===== src/logic/suvd_consts.vh =====
// Register offsets, field positions, reset values and timing counts of the detector.
`ifndef SUVD_CONSTS_VH
`define SUVD_CONSTS_VH

// Register bus geometry.
`define SUVD_ADDR_W 12
`define SUVD_DATA_W 8
`define SUVD_OFS_FLAGS_LEVEL 12'hfc6
`define SUVD_OFS_MODE_ENABLE 12'hfc7

// Fields of the flags and level register.
`define SUVD_FL_LEVEL_LSB 0
`define SUVD_FL_LEVEL_MSB 1
`define SUVD_FL_LIVE_BIT 2
`define SUVD_FL_STICKY_BIT 3
`define SUVD_FL_FIX4_BIT 4
`define SUVD_FL_FIX5_BIT 5
`define SUVD_FL_UNDEF_BIT 6
`define SUVD_FL_FIX7_BIT 7
`define SUVD_FL_RESET 8'h20

// Threshold codes; only the first one selects a real level.
`define SUVD_LEVEL_4V50 2'h0

// Fields of the mode and enable register.
`define SUVD_ME_ENABLE_BIT 0
`define SUVD_ME_MODE_BIT 1
`define SUVD_ME_SPARE_LSB 2
`define SUVD_ME_SPARE_MSB 5
`define SUVD_ME_RESET 8'h00

// Action select codes.
`define SUVD_MODE_IRQ 1'h0
`define SUVD_MODE_RST 1'h1

// Timing: clock period and warm-up interval after reset release.
`define SUVD_CLK_PERIOD_NS 50
`define SUVD_WARMUP_NS 102400
// Warm-up length in clocks: 102400 ns at 50 ns per clock, sized for the 16-bit counter.
`define SUVD_WARMUP_CYCLES 16'h0800
`define SUVD_WARMUP_CNT_W 16

`endif


===== src/logic/suvd_sync.v =====
// Two-stage synchroniser for the supply comparator output.
`default_nettype none
module suvd_sync (
  input wire i_ref_clk,
  input wire i_rst_b,
  input wire i_async,
  output reg o_sync
);

  reg meta_r;

  // The first stage feeds only the second stage.
  always @(posedge i_ref_clk) begin
    if (!i_rst_b) begin
      meta_r <= 1'h0;
      o_sync <= 1'h0;
    end else begin
      meta_r <= i_async;
      o_sync <= meta_r;
    end
  end

endmodule // suvd_sync
`default_nettype wire


===== src/logic/suvd_warmup.v =====
// Warm-up sequencer that holds the CPU and peripheral resets after reset release.
`default_nettype none
`include "suvd_consts.vh"
module suvd_warmup #(
  parameter [`SUVD_WARMUP_CNT_W-1:0] WARMUP_CYCLES = `SUVD_WARMUP_CYCLES
) (
  input wire i_ref_clk,
  input wire i_rst_b,
  input wire i_restart,
  output reg o_cpu_rst_b,
  output reg o_periph_rst_b
);

  localparam [2:0] ST_HOLD = 3'h1;
  localparam [2:0] ST_COUNT = 3'h2;
  localparam [2:0] ST_RUN = 3'h4;
  // Counter step at the counter's own width, so no bits are dropped or padded.
  localparam [`SUVD_WARMUP_CNT_W-1:0] CNT_ONE = {{(`SUVD_WARMUP_CNT_W-1){1'b0}}, 1'b1};

  reg [2:0] state_r;
  reg [2:0] state_nxt;
  reg [`SUVD_WARMUP_CNT_W-1:0] cnt_r;
  reg [`SUVD_WARMUP_CNT_W-1:0] cnt_nxt;

  // Next state: the counter starts once reset is gone and stops at the warm-up count minus one.
  always @* begin
    state_nxt = state_r;
    cnt_nxt = cnt_r;
    case (state_r)
      ST_HOLD: begin
        cnt_nxt = {`SUVD_WARMUP_CNT_W{1'b0}};
        if (!i_restart) begin
          state_nxt = ST_COUNT;
        end
      end
      ST_COUNT: begin
        if (i_restart) begin
          state_nxt = ST_HOLD;
        end else if (cnt_r >= WARMUP_CYCLES - CNT_ONE) begin
          state_nxt = ST_RUN;
        end else begin
          cnt_nxt = cnt_r + CNT_ONE;
        end
      end
      ST_RUN: begin
        if (i_restart) begin
          state_nxt = ST_HOLD;
        end
      end
      default: begin
        state_nxt = ST_HOLD;
      end
    endcase
  end

  // Reset puts the warm-up circuit back to the hold state and holds the CPU.
  always @(posedge i_ref_clk) begin
    if (!i_rst_b) begin
      state_r <= ST_HOLD;
      cnt_r <= {`SUVD_WARMUP_CNT_W{1'b0}};
      o_cpu_rst_b <= 1'h0;
      o_periph_rst_b <= 1'h0;
    end else begin
      state_r <= state_nxt;
      cnt_r <= cnt_nxt;
      o_cpu_rst_b <= (state_nxt == ST_RUN);
      o_periph_rst_b <= (state_nxt == ST_RUN);
    end
  end

endmodule // suvd_warmup
`default_nettype wire


===== src/logic/suvd_ctrl.v =====
// Control and status logic around the supply undervoltage comparator.
//
// What this block does
// - Action bit picks interrupt or reset.
// - Disabled detector makes no flag, interrupt, reset.
// - Sticky flag sets on low, holds afterwards.
// - Writing zero clears flag; one does nothing.
// - Detection beats a same-cycle software clear.
// - Live status bit follows comparator, unlatched.
// - Threshold code zero means the 4.50 V level.
// - Only power-on or external reset clears registers.
// - Bit six of first register is read-only.
// - Top two bits of second register read zero.
// - Enable is zero after reset release.
// - Enabling while already low acts at once.
// - Reset mode asserts reset while supply low.
// - Interrupt mode raises request on threshold crossing.
// - In interrupt mode, every comparator transition while enabled raises a request.
// - Warm-up after reset release, then release CPU.
// - Live status leads sticky flag by one cycle.
// - Undervoltage reset lasts while supply stays low.
`default_nettype none
`include "suvd_consts.vh"
module suvd_ctrl #(
  parameter ADDR_W = `SUVD_ADDR_W,
  parameter DATA_W = `SUVD_DATA_W,
  parameter [`SUVD_WARMUP_CNT_W-1:0] WARMUP_CYCLES = `SUVD_WARMUP_CYCLES
) (
  input wire i_ref_clk,
  input wire i_rst_b,
  input wire [ADDR_W-1:0] i_addr,
  input wire [DATA_W-1:0] i_wdata,
  input wire i_wr,
  input wire i_rd,
  output reg [DATA_W-1:0] o_rdata,
  input wire i_cmp_low,
  output wire [1:0] o_threshold_select,
  output wire o_cmp_enable,
  output reg o_undervoltage_irq,
  output reg o_uv_rst,
  output wire o_cpu_rst_b,
  output wire o_periph_rst_b
);

  // Detection states, one-hot.
  localparam [2:0] ST_OFF = 3'h1;
  localparam [2:0] ST_ABOVE = 3'h2;
  localparam [2:0] ST_BELOW = 3'h4;

  // Stored fields of the flags and level register.
  reg [1:0] threshold_select_r;
  reg sticky_low_supply_flag_r;
  reg sticky_low_supply_flag_nxt;
  reg fix4_r;
  reg fix5_r;
  reg fix7_r;

  // Stored fields of the mode and enable register.
  reg detect_enable_r;
  reg action_select_r;
  reg [3:0] spare_r;

  // Detection path.
  wire cmp_low_s;
  reg [2:0] state_r;
  reg [2:0] state_nxt;
  reg irq_nxt;
  reg uv_rst_nxt;
  wire live_low_supply_status;

  // Bus decode.
  wire sel_flags;
  wire sel_mode;
  wire wr_flags;
  wire wr_mode;
  reg [DATA_W-1:0] rdata_nxt;

  // The raw comparator output is brought onto the clock first.
  suvd_sync u_sync (
    .i_ref_clk(i_ref_clk),
    .i_rst_b(i_rst_b),
    .i_async(i_cmp_low),
    .o_sync(cmp_low_s)
  );

  // The warm-up sequencer also restarts after an undervoltage reset ends.
  suvd_warmup #(
    .WARMUP_CYCLES(WARMUP_CYCLES)
  ) u_warmup (
    .i_ref_clk(i_ref_clk),
    .i_rst_b(i_rst_b),
    .i_restart(o_uv_rst),
    .o_cpu_rst_b(o_cpu_rst_b),
    .o_periph_rst_b(o_periph_rst_b)
  );

  // Address decode; accesses to any other address are ignored.
  assign sel_flags = (i_addr == `SUVD_OFS_FLAGS_LEVEL);
  assign sel_mode = (i_addr == `SUVD_OFS_MODE_ENABLE);
  assign wr_flags = i_wr & sel_flags;
  assign wr_mode = i_wr & sel_mode;

  // The comparator sees the chosen level and runs only while enabled.
  assign o_threshold_select = threshold_select_r;
  assign o_cmp_enable = detect_enable_r;

  // Live status shows the synchronised comparison while detection runs.
  assign live_low_supply_status = detect_enable_r & cmp_low_s;

  // Register writes; only the bus reset input returns them to defaults.
  always @(posedge i_ref_clk) begin
    if (!i_rst_b) begin
      threshold_select_r <= `SUVD_LEVEL_4V50;
      fix4_r <= 1'h0;
      fix5_r <= 1'h1;
      fix7_r <= 1'h0;
      detect_enable_r <= 1'h0;
      action_select_r <= `SUVD_MODE_IRQ;
      spare_r <= 4'h0;
    end else begin
      if (wr_flags) begin
        threshold_select_r <= i_wdata[`SUVD_FL_LEVEL_MSB:`SUVD_FL_LEVEL_LSB];
        fix4_r <= i_wdata[`SUVD_FL_FIX4_BIT];
        fix5_r <= i_wdata[`SUVD_FL_FIX5_BIT];
        fix7_r <= i_wdata[`SUVD_FL_FIX7_BIT];
      end
      if (wr_mode) begin
        detect_enable_r <= i_wdata[`SUVD_ME_ENABLE_BIT];
        action_select_r <= i_wdata[`SUVD_ME_MODE_BIT];
        spare_r <= i_wdata[`SUVD_ME_SPARE_MSB:`SUVD_ME_SPARE_LSB];
      end
    end
  end

  // Sticky flag: detection sets it, a written zero clears it, detection wins.
  always @* begin
    sticky_low_supply_flag_nxt = sticky_low_supply_flag_r;
    if (wr_flags && !i_wdata[`SUVD_FL_STICKY_BIT]) begin
      sticky_low_supply_flag_nxt = 1'h0;
    end
    if (live_low_supply_status) begin
      sticky_low_supply_flag_nxt = 1'h1;
    end
  end

  // The flag register lags the live status by one clock.
  always @(posedge i_ref_clk) begin
    if (!i_rst_b) begin
      sticky_low_supply_flag_r <= 1'h0;
    end else begin
      sticky_low_supply_flag_r <= sticky_low_supply_flag_nxt;
    end
  end

  // Detection state: off, above threshold or below threshold.
  always @* begin
    state_nxt = state_r;
    irq_nxt = 1'h0;
    case (state_r)
      ST_OFF: begin
        if (detect_enable_r) begin
          if (cmp_low_s) begin
            state_nxt = ST_BELOW;
            irq_nxt = (action_select_r == `SUVD_MODE_IRQ);
          end else begin
            state_nxt = ST_ABOVE;
          end
        end
      end
      ST_ABOVE: begin
        if (!detect_enable_r) begin
          state_nxt = ST_OFF;
        end else if (cmp_low_s) begin
          state_nxt = ST_BELOW;
          irq_nxt = (action_select_r == `SUVD_MODE_IRQ);
        end
      end
      ST_BELOW: begin
        if (!detect_enable_r) begin
          state_nxt = ST_OFF;
        end else if (!cmp_low_s) begin
          state_nxt = ST_ABOVE;
          irq_nxt = (action_select_r == `SUVD_MODE_IRQ);
        end
      end
      default: begin
        state_nxt = ST_OFF;
      end
    endcase
  end

  // Reset output follows the low comparison in reset mode, with no latching.
  always @* begin
    uv_rst_nxt = detect_enable_r & cmp_low_s & (action_select_r == `SUVD_MODE_RST);
  end

  // Detection state, interrupt pulse and reset level flip-flops.
  always @(posedge i_ref_clk) begin
    if (!i_rst_b) begin
      state_r <= ST_OFF;
      o_undervoltage_irq <= 1'h0;
      o_uv_rst <= 1'h0;
    end else begin
      state_r <= state_nxt;
      o_undervoltage_irq <= irq_nxt;
      o_uv_rst <= uv_rst_nxt;
    end
  end

  // Read mux; undefined bit six and mode bits 7:6 read as zero, fixed bits 4, 5, 7 read back as written.
  always @* begin
    rdata_nxt = {DATA_W{1'b0}};
    if (i_rd && sel_flags) begin
      rdata_nxt[`SUVD_FL_LEVEL_MSB:`SUVD_FL_LEVEL_LSB] = threshold_select_r;
      rdata_nxt[`SUVD_FL_LIVE_BIT] = live_low_supply_status;
      rdata_nxt[`SUVD_FL_STICKY_BIT] = sticky_low_supply_flag_r;
      rdata_nxt[`SUVD_FL_FIX4_BIT] = fix4_r;
      rdata_nxt[`SUVD_FL_FIX5_BIT] = fix5_r;
      rdata_nxt[`SUVD_FL_UNDEF_BIT] = 1'h0;
      rdata_nxt[`SUVD_FL_FIX7_BIT] = fix7_r;
    end else if (i_rd && sel_mode) begin
      rdata_nxt[`SUVD_ME_ENABLE_BIT] = detect_enable_r;
      rdata_nxt[`SUVD_ME_MODE_BIT] = action_select_r;
      rdata_nxt[`SUVD_ME_SPARE_MSB:`SUVD_ME_SPARE_LSB] = spare_r;
      rdata_nxt[7:6] = 2'h0;
    end
  end

  // Read data stand for the one cycle after the read strobe, zero otherwise.
  always @(posedge i_ref_clk) begin
    if (!i_rst_b) begin
      o_rdata <= {DATA_W{1'b0}};
    end else begin
      o_rdata <= rdata_nxt;
    end
  end

endmodule // suvd_ctrl
`default_nettype wire


===== config.mk =====
export PLATFORM = sky130hd
export DESIGN_NAME = suvd_ctrl
export DESIGN_NICKNAME = d
export VERILOG_FILES = /design/src/logic/suvd_sync.v /design/src/logic/suvd_warmup.v /design/src/logic/suvd_ctrl.v
export VERILOG_INCLUDE_DIRS = /design/src /design/src/logic
export SDC_FILE = /design/constraint.sdc
export NUM_CORES = 1
export LEC_CHECK = 0
export BUFFER_PORTS_ARGS = -buffer_cell sky130_fd_sc_hd__buf_2
export CORE_AREA = 2 2 63 65
export CTS_BUF_LIST = sky130_fd_sc_hd__clkbuf_4
export CTS_CLUSTER_DIAMETER = 120
export DETAILED_ROUTE_END_ITERATION = 16
export DIE_AREA = 0 0 65 67
export PLACE_DENSITY_LB_ADDON = 0.3
export SLEW_MARGIN = 10
export SYNTH_ARGS = -nofsm -noshare
export SYNTH_HDL_FRONTEND = slang
export SYNTH_HIERARCHICAL = 1
export SYNTH_SLANG_ARGS = --single-unit

===== constraint.sdc =====
create_clock -name i_ref_clk -period 4 [get_ports i_ref_clk]
set_input_delay 0.6 -clock i_ref_clk [delete_from_list [all_inputs] [get_ports i_ref_clk]]
set_output_delay 0.6 -clock i_ref_clk [all_outputs]
set_load 0.03 [all_outputs]

# --- Word level (Yosys, flattened, before mapping) ---
# Cells that the tools add are included.
totals:
  ff_bits: 47
  input_bits: 25
  word_cells: 74
op_classes:
  add_sub_neg: 1
  magnitude_cmp: 1
  eq_ne: 14
  n_mux: 24
  n_bitwise: 6
  reduce_logical: 10
ops:
  columns: ["operator", "count"]
  rows:
  - ["$mux W16", 2]
  - ["$pmux W16 S2", 1]
  - ["$mux W3", 10]
  - ["$eq A12 B12 Y1 const B", 2]
  - ["$pmux W3 S3", 2]
  - ["$add A16 B1 Y16 const B", 1]
  - ["$ge A16 B11 Y1 const B", 1]
  - ["$eq A3 B3 Y1 const B", 3]
  - ["$mux W8", 1]
  - ["$eq A3 B1 Y1 const B", 2]
  - ["$eq A3 B2 Y1 const B", 2]
  - ["$mux W1", 6]
  - ["$mux W6", 1]
  - ["$ne A2 B2 Y1 const B", 3]
  - ["$reduce_and A3 Y1", 2]
  - ["$and A1 B1 Y1", 4]
  - ["$reduce_bool A2 Y1", 2]
  - ["$reduce_or A2 Y1", 2]
  - ["$logic_and A1 B1 Y1", 3]
  - ["$ne A3 B2 Y1 const B", 1]
  - ["$ne A3 B3 Y1 const B", 1]
  - ["$not A1 Y1", 2]
  - ["$pmux W1 S2", 1]
  - ["$logic_not A1 Y1", 1]

# --- Depth between registers and ports, before layout ---
depth:
  word_depth: 5
  ltp_mapped: 5

# --- Hierarchy ---
# Netlist, hierarchy kept.
modules_own_cells:
  columns: ["module", "n_inst", "cells_each", "area_per_inst_um2"]
  rows:
  - ["suvd_ctrl", 1, 99, 989.7]
  - ["suvd_warmup", 1, 102, 907.1]
  - ["suvd_sync", 1, 4, 52.6]

# --- Worst setup path after synthesis ---
# OpenSTA, ideal clock, no wires.
synth_timing:
  path_type: "register to register"
  from: "register o_uv_rst"
  to: "register u_warmup.cnt_r[7]"
  setup_time_ns: 0.070
  t_arrival_ns: 1.991
  path_slack_ns: 1.939
  path_stages_with_launch: 6
  synth_period_minus_slack_ns: 2.061
  cell_sequence: "dfxtp_1 > or4b_4 > or4_1 > buf_2 > or3_1 > a21oi_1"
synth_via:
  elab_chain_len: 2
synth_lines:
  columns: ["element", "line", "text"]
  rows:
  - ["start, declared", "suvd_ctrl.v:40", "output reg o_uv_rst,"]
  - ["start signal, assigned", "suvd_ctrl.v:206", "o_uv_rst <= uv_rst_nxt;"]
  - ["$ne A2 B2 Y1 (no source line)", null, null]
  - ["$reduce_and A3 Y1 (no source line)", null, null]
  - ["end signal, assigned", "suvd_warmup.v:60", "cnt_r <= {`SUVD_WARMUP_CNT_W{1'b0}};"]
  - ["end signal, assigned", "suvd_warmup.v:65", "cnt_r <= cnt_nxt;"]
  - ["end, declared", "suvd_warmup.v:22", "reg [`SUVD_WARMUP_CNT_W-1:0] cnt_r;"]
# No other way between the ends.
# A chain may end at the register's enable or synchronous reset.

# --- Worst setup path after layout ---
layout_timing:
  from: "register u_warmup.cnt_r[0]"
  to: "register u_warmup.cnt_r[6]"
layout_via:
  elab_chain_len: 4
  word_cells_on_any_way: 7
  classes_between: "add/sub (1); order compare (1); eq/ne (1); mux (3); reduce/logical (1)"
layout_lines:
  columns: ["element", "line", "text"]
  rows:
  - ["$add A16 B1 Y16", "suvd_warmup.v:42", "cnt_nxt = cnt_r + CNT_ONE;"]
  - ["$mux W16", "suvd_warmup.v:39", "end else if (cnt_r >= WARMUP_CYCLES - CNT_ONE) begin"]
  - ["$mux W16", "suvd_warmup.v:37", "if (i_restart) begin"]
  - ["$pmux W16 S2", "suvd_warmup.v:29", "case (state_r)"]
# Several ways; a longest one is shown, not always the timed one. The select of a mux whose other input is x is not followed.

==> impl_metrics.csv <==
group,metric,value,unit
die,die_area,0.004355,sq mm
grt,antenna_found_initial,0,
detailed_routing,drt_iter0_drc,55,
flow_run,maxCapViolCount,0,
detailed_routing,drc,0,
clock_network,cts_tree,"done",
setup_path,worstPathMaxFanout,7,
grt,grt_pass1_vias,1318,
setup_path,crit_type,"flop to flop",
logic_synthesis,synth-seq-area-share,0.4724,
logic_synthesis,syn_avg_cell_area,9.509,sq um
power,total_leakage_power,0.8790,nW
die,pin_count,40,
clock_network,clkLatencyLatePin,350,ps
clock_network,cts-root-buf,"clkbuf_4",
clock_network,clock-sinks,46,
sta,fin_ws,1896,ps
clock_network,cts_resized,0,
clock_network,cts_buffers,5,
die,coreArea,0.003606,sq mm
clock_network,htreeDepth,2,
die,rows,22,
layout,ff_latch_area,920.9,sq um
power,ir_drop,0.2725,mV
die,die_height,67,um
sta,fin_crit,2104,ps
layout,drive_gt1_frac,0.2025,
grt,grt_pass1_wl,5727,um
min_path,hold_class,"flop to flop",
setup_path,arrival,2390,ps
power,swShare,0.2390,
layout,fill_cells,310,
layout,n_antenna_cell,0,
sta,tightest_slew,556.8,ps
setup_path,cp-end-kind,"flop",
logic_synthesis,synth_ff_type,"dfxtp_1",
setup_path,cp.required,4290,ps
clock_network,post_cts_buffers,0,
power,finalPower,724.5,uW
sta,fmax,475.2,MHz
detailed_routing,via_per_inst,5.321,
sta,setup_viol,0,
place,portBuffers,37,
power,switching_power,173.2,uW
clock_network,hold_buffers,0,
place,placed_cell_area,0.002148,sq mm
sta,tns,0,ps
power,p_seq_frac,0.646,
logic_synthesis,ys_warn_count,6,
sta,clock_skew,5.976,ps
logic_synthesis,async_flop_share,0,
power,clkPwrFrac,0.285,
logic_synthesis,ys_types,46,
layout,area.growth.synth_to_final,12.97,%
grt,grt_usage,0.1718,
setup_path,cp-start-kind,"flop",
grt,grt_overflow,0,
sta,slew_headroom,0.6259,
outcome,run_status,"finished clean",
power,p_comb_frac,0.069,
die,start_util,0.5406,
layout,post-route-cell-area,0.002202,sq mm
layout,utilization,0.6107,
place,place.gp.congestion,0.8524,
sta,fin_crit_sh,0.5261,
detailed_routing,via_count,1543,
power,p_int,551.4,uW
clock_network,clkTransAtPathRegs,130,ps
logic_synthesis,synth_edf_count,0,
layout,nets,267,
sta,finalHoldViolCount,0,
detailed_routing,totalWireLength,3364,um
logic_synthesis,ys_ff_latch,46,
detailed_routing,wl_per_cell,11.60,um
detailed_routing,drt_first_pass_iters,4,
place,place_ws,1939,ps
logic_synthesis,synth_area,0.001949,sq mm
layout,final_common_cell,"dfxtp_1",
layout,multi_input_area,967.2,sq um
power,cellPowerDensity,329.0,mW/mm^2
clock_network,ctsLongestPathBuffers,2,
grt,grt_max_degree,31,
die,die_x,65,um
logic_synthesis,synth_nets,231,
sta,rsz0062_at_grt,"false",
layout,final_cell_mix,"dfxtp_1 (46), buf_2 (37), nand2_1 (26), mux2i_1 (17)",
sta,maxSlewViolCount,0,
detailed_routing,ant_nets,0,
place,dp_hpwl,2474,um
logic_synthesis,syn_inst,205,
layout make-up:
cell class / count / area share
Tap cell: 48 / 0.02727
Timing Repair Buffer: 37 / 0.08409
Clock inverter: 3 / 0.007386
Inverter: 4 / 0.006818
Multi-Input combinational cell: 147 / 0.4392
Clock buffer: 5 / 0.01705
Sequential cell: 46 / 0.4182
cell families after synthesis:
| logic type | Yosys count | synth area share |
|---|---|---|
| compound gates | 25 | 0.08472 |
| flops | 46 | 0.4724 |
| buf+inv | 12 | 0.03145 |
| other cells | 1 | 0.001924 |
| xor+xnor | 2 | 0.008988 |
| fa+ha+maj | 1 | 0.006417 |
| simple gates | 101 | 0.3068 |
| mux | 17 | 0.08729 |
final timing paths:
path / from / endpoint / slack (ps) / cells after the start
worst max-delay path: u_warmup/cnt_r[0] / u_warmup/cnt_r[6] / 1900 / 5
worst min-delay path: u_sync/meta_r / u_sync/o_sync / 450 / 1
worst max register to register: u_warmup/cnt_r[0] / u_warmup/cnt_r[6] / 1900 / 5
worst min register to register: u_sync/meta_r / u_sync/o_sync / 450 / 1
Yosys cell counts, types with 5 or more instances:
cell type | instances | share of area
mux2i_1 | 17 | 0.087
nor3_1 | 11 | 0.028
nand2b_1 | 5 | 0.016
nor2_1 | 11 | 0.021
and2_1 | 8 | 0.026
a21oi_1 | 7 | 0.018
nand2_1 | 26 | 0.050
dfxtp_1 | 46 | 0.47
stage by stage:
stage / cells / hold WS, ps
detailed placement: 282 / 420.2
finish: 290 / 446.4
floorplan: 205 / 405.7
global route: 290 / 424.7
global placement: 282 / 411.6
CTS: 290 / 430.5
critical path, stage by stage (launching register included):
cell and delay, ps:
dfxtp_1 400, ha_1 310, nand4_1 160, or4_1 610
or4_1 420, a21oi_1 140
routing by layer:
layer,up-vias,GRT usage,share of wire
met2,22,0.2745,0.47
met4,0,0.05585,0.011
met1,711,0.2178,0.49
met5,-,0,0
li1,806,-,-
met3,4,0.05743,0.033
sequential cells by signal (all words and copies together) (netlist names), 2 cells and up:
register and cells:
o_rdata 7, u_warmup/state_r 3, o_threshold_select 2, state_r 3, spare_r 4, u_warmup/cnt_r 16
power groups by stage:
| stage | combinational, mW | sequential (mW) | clock (mW) |
|---|---|---|---|
| floorplan | 0.0340 | 0.477 | 0 |
| global placement | 0.0496 | 0.478 | 0 |
| detailed placement | 0.0504 | 0.478 | 0 |
| CTS | 0.0505 | 0.468 | 0.217 |
| global route | 0.0568 | 0.469 | 0.238 |
| finish | 0.0503 | 0.468 | 0.206 |
Note: power is estimated with default switching activity, not from simulation.
